## src/logic/obcfg_pkg.sv

```systemverilog
// Purpose: Constants for the option byte configuration decoder
// Assumes: One 250 MHz clock, APB register access
// Notes: Offsets, field positions and the erased value live here; the option output reset value 6'h0A is set in obcfg_top
package obcfg_pkg;
  // Byte width and erased value
  localparam int OBCFG_W = 8;
  localparam logic [7:0] OBCFG_ERASED = 8'hFF;
  // Field positions in the option byte
  localparam int OBCFG_BIT_WDG = 5;
  localparam int OBCFG_BIT_NESTED_IRQ_OPTION = 4;
  localparam int OBCFG_BIT_LVD = 3;
  localparam int OBCFG_BIT_OSC = 1;
  localparam int OBCFG_BIT_RDP = 0;
  // Mask of bits that select a function (7, 6 and 2 are reserved)
  localparam logic [7:0] OBCFG_USED_MASK = 8'h3B;
  // APB register byte addresses
  localparam logic [7:0] OBCFG_ADDR_STATUS = 8'h00;
  localparam logic [7:0] OBCFG_ADDR_PROG = 8'h04;
  localparam logic [7:0] OBCFG_ADDR_CTRL = 8'h08;
  // Control register fields
  localparam int OBCFG_CTRL_PGM = 0;
  localparam int OBCFG_CTRL_ERASE = 1;
  // Status register fields above the byte
  localparam int OBCFG_ST_PGM = 8;
  localparam int OBCFG_ST_WIPE = 9;
  localparam int OBCFG_ST_BUSY = 10;
  // Duration of the whole-memory wipe, in cycles
  localparam int OBCFG_WIPE_CYCLES = 16;
  localparam logic [31:0] OBCFG_ZERO32 = 32'h0000_0000;
endpackage

```

## src/logic/obcfg_decode.sv

```systemverilog
// Purpose: Splits a latched option byte into named option flags
// Assumes: Input byte is stable; output is pure decode
// Notes: Reserved bits are ignored
module obcfg_decode
  import obcfg_pkg::*;
(
  input wire logic [7:0] opt_byte,
  output logic watchdog_type_select,
  output logic nested_irq_option,
  output logic low_voltage_detect_off,
  output logic crystal_freq_select,
  output logic readout_protect_n
);
  // Each option is one bit at a fixed position
  always_comb begin
    watchdog_type_select = opt_byte[OBCFG_BIT_WDG];
    nested_irq_option = opt_byte[OBCFG_BIT_NESTED_IRQ_OPTION];
    low_voltage_detect_off = opt_byte[OBCFG_BIT_LVD];
    crystal_freq_select = opt_byte[OBCFG_BIT_OSC];
    readout_protect_n = opt_byte[OBCFG_BIT_RDP];
  end
endmodule

```

## src/logic/obcfg_top.sv

```systemverilog
// Purpose: Option byte store, programming port and decoded option flags
// Assumes: APB master is the programming tool path; pins synchronous to pclk
// Notes: The byte is only reachable while programming mode is entered
import obcfg_pkg::*;

module obcfg_top (
  input wire logic pclk,
  input wire logic presetn,
  input wire logic psel,
  input wire logic penable,
  input wire logic pwrite,
  input wire logic [7:0] paddr,
  input wire logic [31:0] pwdata,
  input wire logic [3:0] pstrb,
  output logic [31:0] prdata,
  output logic pready,
  output logic pslverr,
  output logic watchdog_hw_en,
  output logic nested_irq_en,
  output logic lvd_en,
  output logic usb_clk_div2,
  output logic readout_block,
  output logic flash_write_block,
  output logic mem_wipe_req
);
  import obcfg_pkg::*;

  // Wipe sequencing states
  typedef enum logic [1:0] {OBCFG_IDLE, OBCFG_WIPE, OBCFG_CLR} obcfg_st_t;

  // All state of the block except the nonvolatile byte
  typedef struct packed {
    logic [7:0] lat;         // Copy captured just after reset release
    logic cap_done;          // Capture performed since reset
    logic pgm;               // Programming mode entered
    obcfg_st_t st;           // Wipe sequence state
    logic [7:0] wcnt;        // Wipe cycle counter
    logic [31:0] rdata;      // Registered read data
    logic ready;             // Access-phase answer
    logic err;               // Error answer
    logic [5:0] outs;        // Registered option outputs
    logic wipe;              // Wipe request output
  } obcfg_state_t;

  obcfg_state_t s_q;
  obcfg_state_t s_d;

  // Nonvolatile option byte, outside the reset struct so presetn leaves it alone
  // Power-up content is the erased value
  logic [7:0] nv_q = OBCFG_ERASED;
  logic [7:0] nv_d;

  // Decoded fields of the latched byte
  logic dec_wdg;
  logic dec_nested_irq_option;
  logic dec_lvd_off;
  logic dec_osc;
  logic dec_rdp_n;

  obcfg_decode u_dec (
    .opt_byte(s_q.lat),
    .watchdog_type_select(dec_wdg),
    .nested_irq_option(dec_nested_irq_option),
    .low_voltage_detect_off(dec_lvd_off),
    .crystal_freq_select(dec_osc),
    .readout_protect_n(dec_rdp_n)
  );

  // Access phase test, shared by reads and writes
  function automatic logic apb_access(input logic sel, input logic en, input logic rdy);
    apb_access = sel & en & ~rdy;
  endfunction

  logic acc;
  logic wr_ok;
  logic [7:0] wbyte;

  // Next-state logic
  always_comb begin
    s_d = s_q;
    nv_d = nv_q;
    acc = apb_access(psel, penable, s_q.ready);
    wr_ok = 1'b0;
    wbyte = pwdata[7:0];
    s_d.ready = 1'b0;
    s_d.err = 1'b0;
    // Capture the stored byte once, right after reset release
    if (!s_q.cap_done) begin
      s_d.lat = nv_q;
      s_d.cap_done = 1'b1;
    end
    // APB slave: answer every access after one wait cycle
    if (acc) begin
      s_d.ready = 1'b1;
      if (paddr == OBCFG_ADDR_STATUS) begin
        // Option byte hidden outside programming mode
        s_d.rdata = OBCFG_ZERO32;
        s_d.rdata[OBCFG_ST_PGM] = s_q.pgm;
        s_d.rdata[OBCFG_ST_WIPE] = s_q.st != OBCFG_IDLE;
        if (s_q.pgm) begin
          s_d.rdata[7:0] = nv_q;
        end
        if (pwrite) begin
          s_d.err = 1'b1;
        end
      end else if (paddr == OBCFG_ADDR_PROG) begin
        // Byte programming, only in programming mode and not wiping
        s_d.rdata = OBCFG_ZERO32;
        if (!s_q.pgm || s_q.st != OBCFG_IDLE) begin
          s_d.err = 1'b1;
        end else if (pwrite && pstrb[0]) begin
          wr_ok = 1'b1;
        end
      end else if (paddr == OBCFG_ADDR_CTRL) begin
        s_d.rdata = OBCFG_ZERO32;
        s_d.rdata[OBCFG_CTRL_PGM] = s_q.pgm;
        if (pwrite && pstrb[0]) begin
          s_d.pgm = pwdata[OBCFG_CTRL_PGM];
          // Erase the byte back to all ones
          if (pwdata[OBCFG_CTRL_ERASE] && s_q.pgm && s_q.st == OBCFG_IDLE) begin
            if (!nv_q[OBCFG_BIT_RDP]) begin
              s_d.st = OBCFG_WIPE;
              s_d.wcnt = 8'h00;
            end else begin
              nv_d = OBCFG_ERASED;
            end
          end
        end
      end else begin
        // Unmapped address
        s_d.rdata = OBCFG_ZERO32;
        s_d.err = 1'b1;
      end
    end
    // Programming clears bits only, like flash
    if (wr_ok) begin
      nv_d = nv_q & wbyte;
    end
    // Wipe sequence: memory first, then the byte
    case (s_q.st)
      OBCFG_WIPE: begin
        s_d.wcnt = s_q.wcnt + 8'h01;
        if (s_q.wcnt == 8'(OBCFG_WIPE_CYCLES - 1)) begin
          s_d.st = OBCFG_CLR;
        end
      end
      OBCFG_CLR: begin
        nv_d = OBCFG_ERASED;
        s_d.st = OBCFG_IDLE;
      end
      OBCFG_IDLE: begin
        // Stay put: an erase request above may have started a wipe
      end
      default: begin
        s_d.st = OBCFG_IDLE;
      end
    endcase
    s_d.wipe = s_d.st == OBCFG_WIPE;
    // Option outputs from the latched copy only; reserved bits unused
    s_d.outs[0] = ~dec_wdg;
    s_d.outs[1] = dec_nested_irq_option;
    s_d.outs[2] = ~dec_lvd_off;
    s_d.outs[3] = dec_osc;
    s_d.outs[4] = ~dec_rdp_n;
    s_d.outs[5] = ~dec_rdp_n;
  end

  // State register
  always_ff @(posedge pclk or negedge presetn) begin
    if (!presetn) begin
      s_q.lat <= OBCFG_ERASED;
      s_q.cap_done <= 1'b0;
      s_q.pgm <= 1'b0;
      s_q.st <= OBCFG_IDLE;
      s_q.wcnt <= 8'h00;
      s_q.rdata <= OBCFG_ZERO32;
      s_q.ready <= 1'b0;
      s_q.err <= 1'b0;
      s_q.outs <= 6'h0A;
      s_q.wipe <= 1'b0;
    end else begin
      s_q.lat <= s_d.lat;
      s_q.cap_done <= s_d.cap_done;
      s_q.pgm <= s_d.pgm;
      s_q.st <= s_d.st;
      s_q.wcnt <= s_d.wcnt;
      s_q.rdata <= s_d.rdata;
      s_q.ready <= s_d.ready;
      s_q.err <= s_d.err;
      s_q.outs <= s_d.outs;
      s_q.wipe <= s_d.wipe;
    end
  end

  // Nonvolatile cell: no reset term, so its content survives presetn
  always_ff @(posedge pclk) begin
    nv_q <= nv_d;
  end

  // Outputs straight from flip-flops
  always_comb begin
    prdata = s_q.rdata;
    pready = s_q.ready;
    pslverr = s_q.err;
    watchdog_hw_en = s_q.outs[0];
    nested_irq_en = s_q.outs[1];
    lvd_en = s_q.outs[2];
    usb_clk_div2 = s_q.outs[3];
    readout_block = s_q.outs[4];
    flash_write_block = s_q.outs[5];
    mem_wipe_req = s_q.wipe;
  end
endmodule

```

## config.mk

```make
export PLATFORM = sky130hd
export DESIGN_NAME = obcfg_top
export DESIGN_NICKNAME = d
export VERILOG_FILES = /design/src/logic/obcfg_pkg.sv /design/src/logic/obcfg_decode.sv /design/src/logic/obcfg_top.sv
export SDC_FILE = /design/constraint.sdc
export NUM_CORES = 1
export LEC_CHECK = 0
export BUFFER_PORTS_ARGS = -buffer_cell sky130_fd_sc_hd__buf_4
export CORE_ASPECT_RATIO = 1.75
export CORE_MARGIN = 1
export CORE_UTILIZATION = 50
export CTS_CLUSTER_SIZE = 14
export DETAILED_ROUTE_END_ITERATION = 7
export GPL_TIMING_DRIVEN = 0
export PLACE_DENSITY = 0.93
export SETUP_SLACK_MARGIN = 0.3
export SYNTH_ARGS = -nofsm -noshare
export SYNTH_HDL_FRONTEND = slang
export SYNTH_SLANG_ARGS = --single-unit
```

## constraint.sdc

```tcl
create_clock -name pclk -period 3.2 [get_ports pclk]
set_input_delay 0.16 -clock pclk [delete_from_list [all_inputs] [get_ports pclk]]
set_output_delay 0.16 -clock pclk [all_outputs]
set_load 0.05 [all_outputs]
```

Word-level counts from Yosys, hierarchy flattened
Index checks and enable logic that the tools add are counted.

Memory bits (writable): 0. Memories kept: 0. Bits of input ports: 49. Latch bits: 0. ROM bits: 0. Word-level logic and storage cells: 86. Register bits after elaboration: 66.

Magnitude comparators: 0. Bitwise logic cells: 9. Equality and inequality tests: 11. Reduce and logical (&&, ||, !) cells: 21. Muxes and demuxes: 32. Add/subtract/negate cells: 1. Shifts and indexed selects: 0. Div/mod/pow operators: 0. Multipliers: 0.

Operator list (count): 8-bit two-way mux (10); 10-bit two-way mux (7); 44-bit two-way mux (1); 2-bit nonzero test (10); 8-bit by 4-bit == test with 1-bit output (second input constant) (2); 7-bit AND reduction (2); 1-bit two-way mux (12); 8-bit by 1-bit adder with 8-bit output (second input constant) (1); 8-bit AND (1); 8-bit by 3-bit == test with 1-bit output (second input constant) (1); 8-bit logical NOT (1); 2-bit by 1-bit != test with 1-bit output (second input constant) (3); 1-bit NOT (6); 6-bit AND reduction (1); 5-bit AND reduction (1); 2-bit by 1-bit == test with 1-bit output (second input constant) (2); 2-bit != test (second input constant) (2); 2-bit case mux with 2 select lines (1); 1-bit logical AND (3); 1-bit AND (2); 2-bit == test (second input constant) (1); 2-bit logical NOT (1); 2-bit two-way mux (1); 1-bit logical NOT (1); 1-bit logical OR (1).

Longest topological paths before layout
Depth in word-level cells: 11. Mapped depth: 5. Depth with buffers taken out: 5.

Hierarchy
From an unflattened synthesis, not the netlist that was laid out.

Cell total of the unflattened synthesis: 204. Area total of the unflattened synthesis: 2177.1 µm².

Modules (own cells, without submodules): obcfg_top (times used 1, cells each 199, area an instance 2139.6 µm²); obcfg_decode (times used 1, cells each 5, area an instance 37.5 µm²).

Worst setup path before layout
OpenSTA, ideal clock, no wires.

Path kind: register to register. Start: register s_q, in the netlist pready. End: register s_q[51] (netlist name). Path slack: 1.455 ns. Data arrival time: 1.620 ns. Cell stages (with the launch flop): 4. Path buffers: 0. Cell sequence: dfrtp_1 nand3b_1 or3_1 mux2_4.

Word-level cells in the longest chain between the ends: 3.

RTL lines: from (decl) (RTL line obcfg_top.sv:45) `obcfg_state_t s_q;`; 1-bit NOT (RTL line obcfg_top.sv:71) `apb_access = sel & en & ~rdy;`; 1-bit AND (RTL line obcfg_top.sv:71); 5-bit AND reduction (no source line).

Every way passes these cells. A chain may end at the register's enable or synchronous reset.

Final worst setup path
Start: register s_q[49] (netlist name). End: register s_q[42] (netlist name).

Word-level cells in the longest chain between the ends: 4. Elaborated cells on any way between the ends: 12. Classes of those cells: eq/ne: 4; mux: 1; reduce/logical: 7.

RTL lines: 2-bit logical NOT (RTL line obcfg_top.sv:120) `if (pwdata[OBCFG_CTRL_ERASE] && s_q.pgm && s_q.st == OBCFG_IDLE) begin`; 1-bit logical AND (RTL line obcfg_top.sv:120); 2-bit nonzero test (no source line); 7-bit AND reduction (no source line).

Parallel ways exist; a longest one is shown, timed or not.

==> summary.md <==
| Metric | Value |
|---|---|
| Layout Nets | 307 |
| Wire per inst | roughly 12 µm |
| Initial core utilization | 51.9% |
| CTS root buf | clkbuf_8 |
| Crit path launch | s_q[49]$_DFF_PN0_ |
| Min Tclk post-route | ~1.8 ns |
| Detail Route Antenna Nets | 0 |
| Setup Buffers After CTS | 0 |
| DRC Markers | 0 |
| Top-level port count | 90 |
| Syn Area/Cell | about 11 µm² |
| Worst-Skew Late Latency | slightly below 0.3 ns |
| RR Startpoint | s_q[49]$_DFF_PN0_ |
| Fin cells | 306 |
| Final Util | about two thirds |
| Register area | about 1000 µm² |
| DRT iter0 DRCs | 33 |
| Global route overflow | 0 |
| Vias in the first global route | ~1500 |
| Min-delay worst type | input port to register |
| Die W | between 40 and 50 µm |
| Worst path required time | between 3 and 4 ns |
| Status | finished clean |
| Area of the multi-input gates | around 760 µm² |
| H-tree depth | 2 |
| Most frequent cells in the layout | buf_4, dfrtp_1, nand2_1, conb_1, o21ai_0 |
| Seq/Total Area, Yosys | 52.1% |
| Post-synthesis adder-cell area fraction | less than 1% |
| Initial antenna violation count | 0 |
| Crit. End Element | register |
| Placed instance count | between 200 and 300 |
| Leakage | between 1 and 1.5 nW |
| PortBufs | 40 |
| Number of synthesized register bits | 43 |
| Synthesized cell area | 2010 µm² |
| MaxCap Viol Count | 0 |
| Largest net degree at the start of global routing | 36 |
| Fin Setup TNS | 0 ns |
| CTS tree | yes |
| Synth Area in XOR/XNOR | 0.437% |
| Commonest non-fill, non-tap cell in the layout | buf_4 |
| Fin crit share | 57.3% |
| Cts repair resizes | 0 |
| RSZ-0062 raised after global routing | no |
| Worst relative slew slack | 59.3% |
| Final Setup Violations | 0 |
| Post-Syn Instances | approximately 190 |
| Share of cells above drive strength 1 | a little under two fifths |
| Tot Pwr | slightly above 1 mW |
| Die Y | 85.8 µm |
| Mux cell area share after synthesis | under 10% |
| DP Area | 2440 µm² |
| Area share of and/or/nand/nor cells after synthesis | roughly 17% |
| Fin Hold WS | 0.0995 ns |
| Largest family of logic cells by synthesized area | simple AND/OR/NAND/NOR gates |
| Setup ws final | 1.36 ns |
| Hold Startpoint | pwdata[7] |
| Total vias in the final route | 1532 |
| CP Max Fanout | 10 |
| Ys flop type | dfrtp_1 |
| Fraction of registers with async set or reset after synthesis | between 80 and 90% |
| Filler cell count in the final layout | 306 |
| CTS Buffer Depth | 2 |
| Die Area | ~4300 µm² |
| Final hold vios | 0 |
| Setup Skew | ~0.0073 ns |
| Vias per cell | 5.01 |
| Final GP Congestion | ~0.85 |
| Post-synth EDFFs | 0 |
| Unique masters post-synth | 43 |
| CTS Buf Count | 5 |
| Compound-Gate Fraction of Synth Area | between 10% and 20% |
| Final wirelength | 3.80 mm |
| Fmax | between 500 and 600 MHz |
| Total GRT Usage | between 10% and 20% |
| VDD IR max | 0.403 mV |
| DR pass1 iterations | 5 |
| CP Launch Type | register |
| P&R area growth vs syn | 26.6% |
| Reg clk slew, reported paths | 0.08 ns |
| Post-Place Worst Slack | between 1 and 1.5 ns |
| Max-slew violations | 0 |
| Critical Path AT | 1.98 ns |
| Ys Warns | 0 |
| DP HPWL | 2.92 mm |
| Design area | approximately 2500 µm² |
| Worst slew pin tran | slightly above 0.6 ns |
| First-pass GRT wire length | approximately 6.3 mm |
| Clock sink count | 43 |
| # diodes | 0 |
| Critical setup path kind | register to register |
| Cell Rows | 30 |
| Power density over cell area | slightly below 400 nW/µm² |
| Core Area | between 3000 and 4000 µm² |
final cells by class:
type | instances | share of cell area, %
Inverter | 5 | 0.739
Clock buffer | 6 | 2.86
Timing Repair Buffer | 41 | 12.2
Clock inverter | 2 | 0.493
Sequential cell | 43 | 41.1
Multi-Input combinational cell | 125 | 30.0
Tap cell | 48 | 2.36
Buffer | 36 | 10.2
final timing paths:
| kind | cells after the start | slack, ns | end |
|---|---|---|---|
| worst max-delay path | 4 | 1.36 | s_q[42]$_DFFE_PN0P_ |
| worst min-delay path | 3 | 0.1 | nv_q[7]$_SDFFE_PN1P_ |
| worst max register to register | 4 | 1.36 | s_q[42]$_DFFE_PN0P_ |
| worst min register to register | 0 | 0.37 | usb_clk_div2$_DFF_PN1_ |
| max in group asynchronous | 2 | 2.52 | s_q[53]$_DFFE_PN1N_ |
| min in group asynchronous | 2 | 0.34 | s_q[49]$_DFF_PN0_ |
cell usage after synthesis, types with 2 or more instances:
library cell,count,area (µm²)
dfrtp_1,28,701
a21o_1,3,22.5
dfstp_2,7,184
mux2_2,5,56.3
nand3_1,8,40.0
buf_1,2,7.51
nor2_1,4,15.0
conb_1,2,7.51
dfxtp_1,8,160
inv_1,5,18.8
o211ai_1,4,30.0
o21ai_0,12,60.1
nor2b_1,3,18.8
buf_4,33,248
or3_1,4,25.0
nor4_4,2,42.5
nand4_1,2,12.5
nand2_1,23,86.3
a22o_1,7,61.3
nand2b_1,3,18.8
critical path: stages (launching register included):
cell	delay, ns
dfrtp_1	0.43
nor4bb_1	0.41
nand2_1	0.17
nor4_4	0.48
o21ai_0	0.20
where the power goes:
part           total [mW]  switching, mW  internal [mW]
registers           0.546        0.00176          0.544
logic               0.132         0.0893         0.0429
clock network       0.331          0.178          0.152
cells by family (layout without fill, tap and decap cells):
logic type / count (synthesis) / count (layout)
flip-flops: 43 / 43
multiplexers: 6 / 6
buffers and inverters: 41 / 90
AND/OR/NAND/NOR: 59 / 59
XOR/XNOR: 1 / 1
other: 2 / 23
adder cells (fa/ha/maj): 1 / 1
AO/OA/AOI/OAI: 35 / 35
state kept, by name, indices dropped and copies added, names as in the netlist:
| signal | count |
|---|---|
| nested_irq_en | 1 |
| usb_clk_div2 | 1 |
| pready | 1 |
| mem_wipe_req | 1 |
| s_q | 17 |
| watchdog_hw_en | 1 |
| prdata | 10 |
| lvd_en | 1 |
| pslverr | 1 |
| nv_q | 8 |
| readout_block | 1 |
timing repair:
action,CTS,global route
endpoints found under the hold margin,28,0
endpoints found under the setup margin,0,0
hold buffers,1,0
routing by layer:
metal	part of all wire, %	track usage [%]
met5	0	0
met4	2.0	8.83
met2	58	36.7
met1	35	20.0
met3	5.4	4.96
Power figures use the tool's default switching activity.
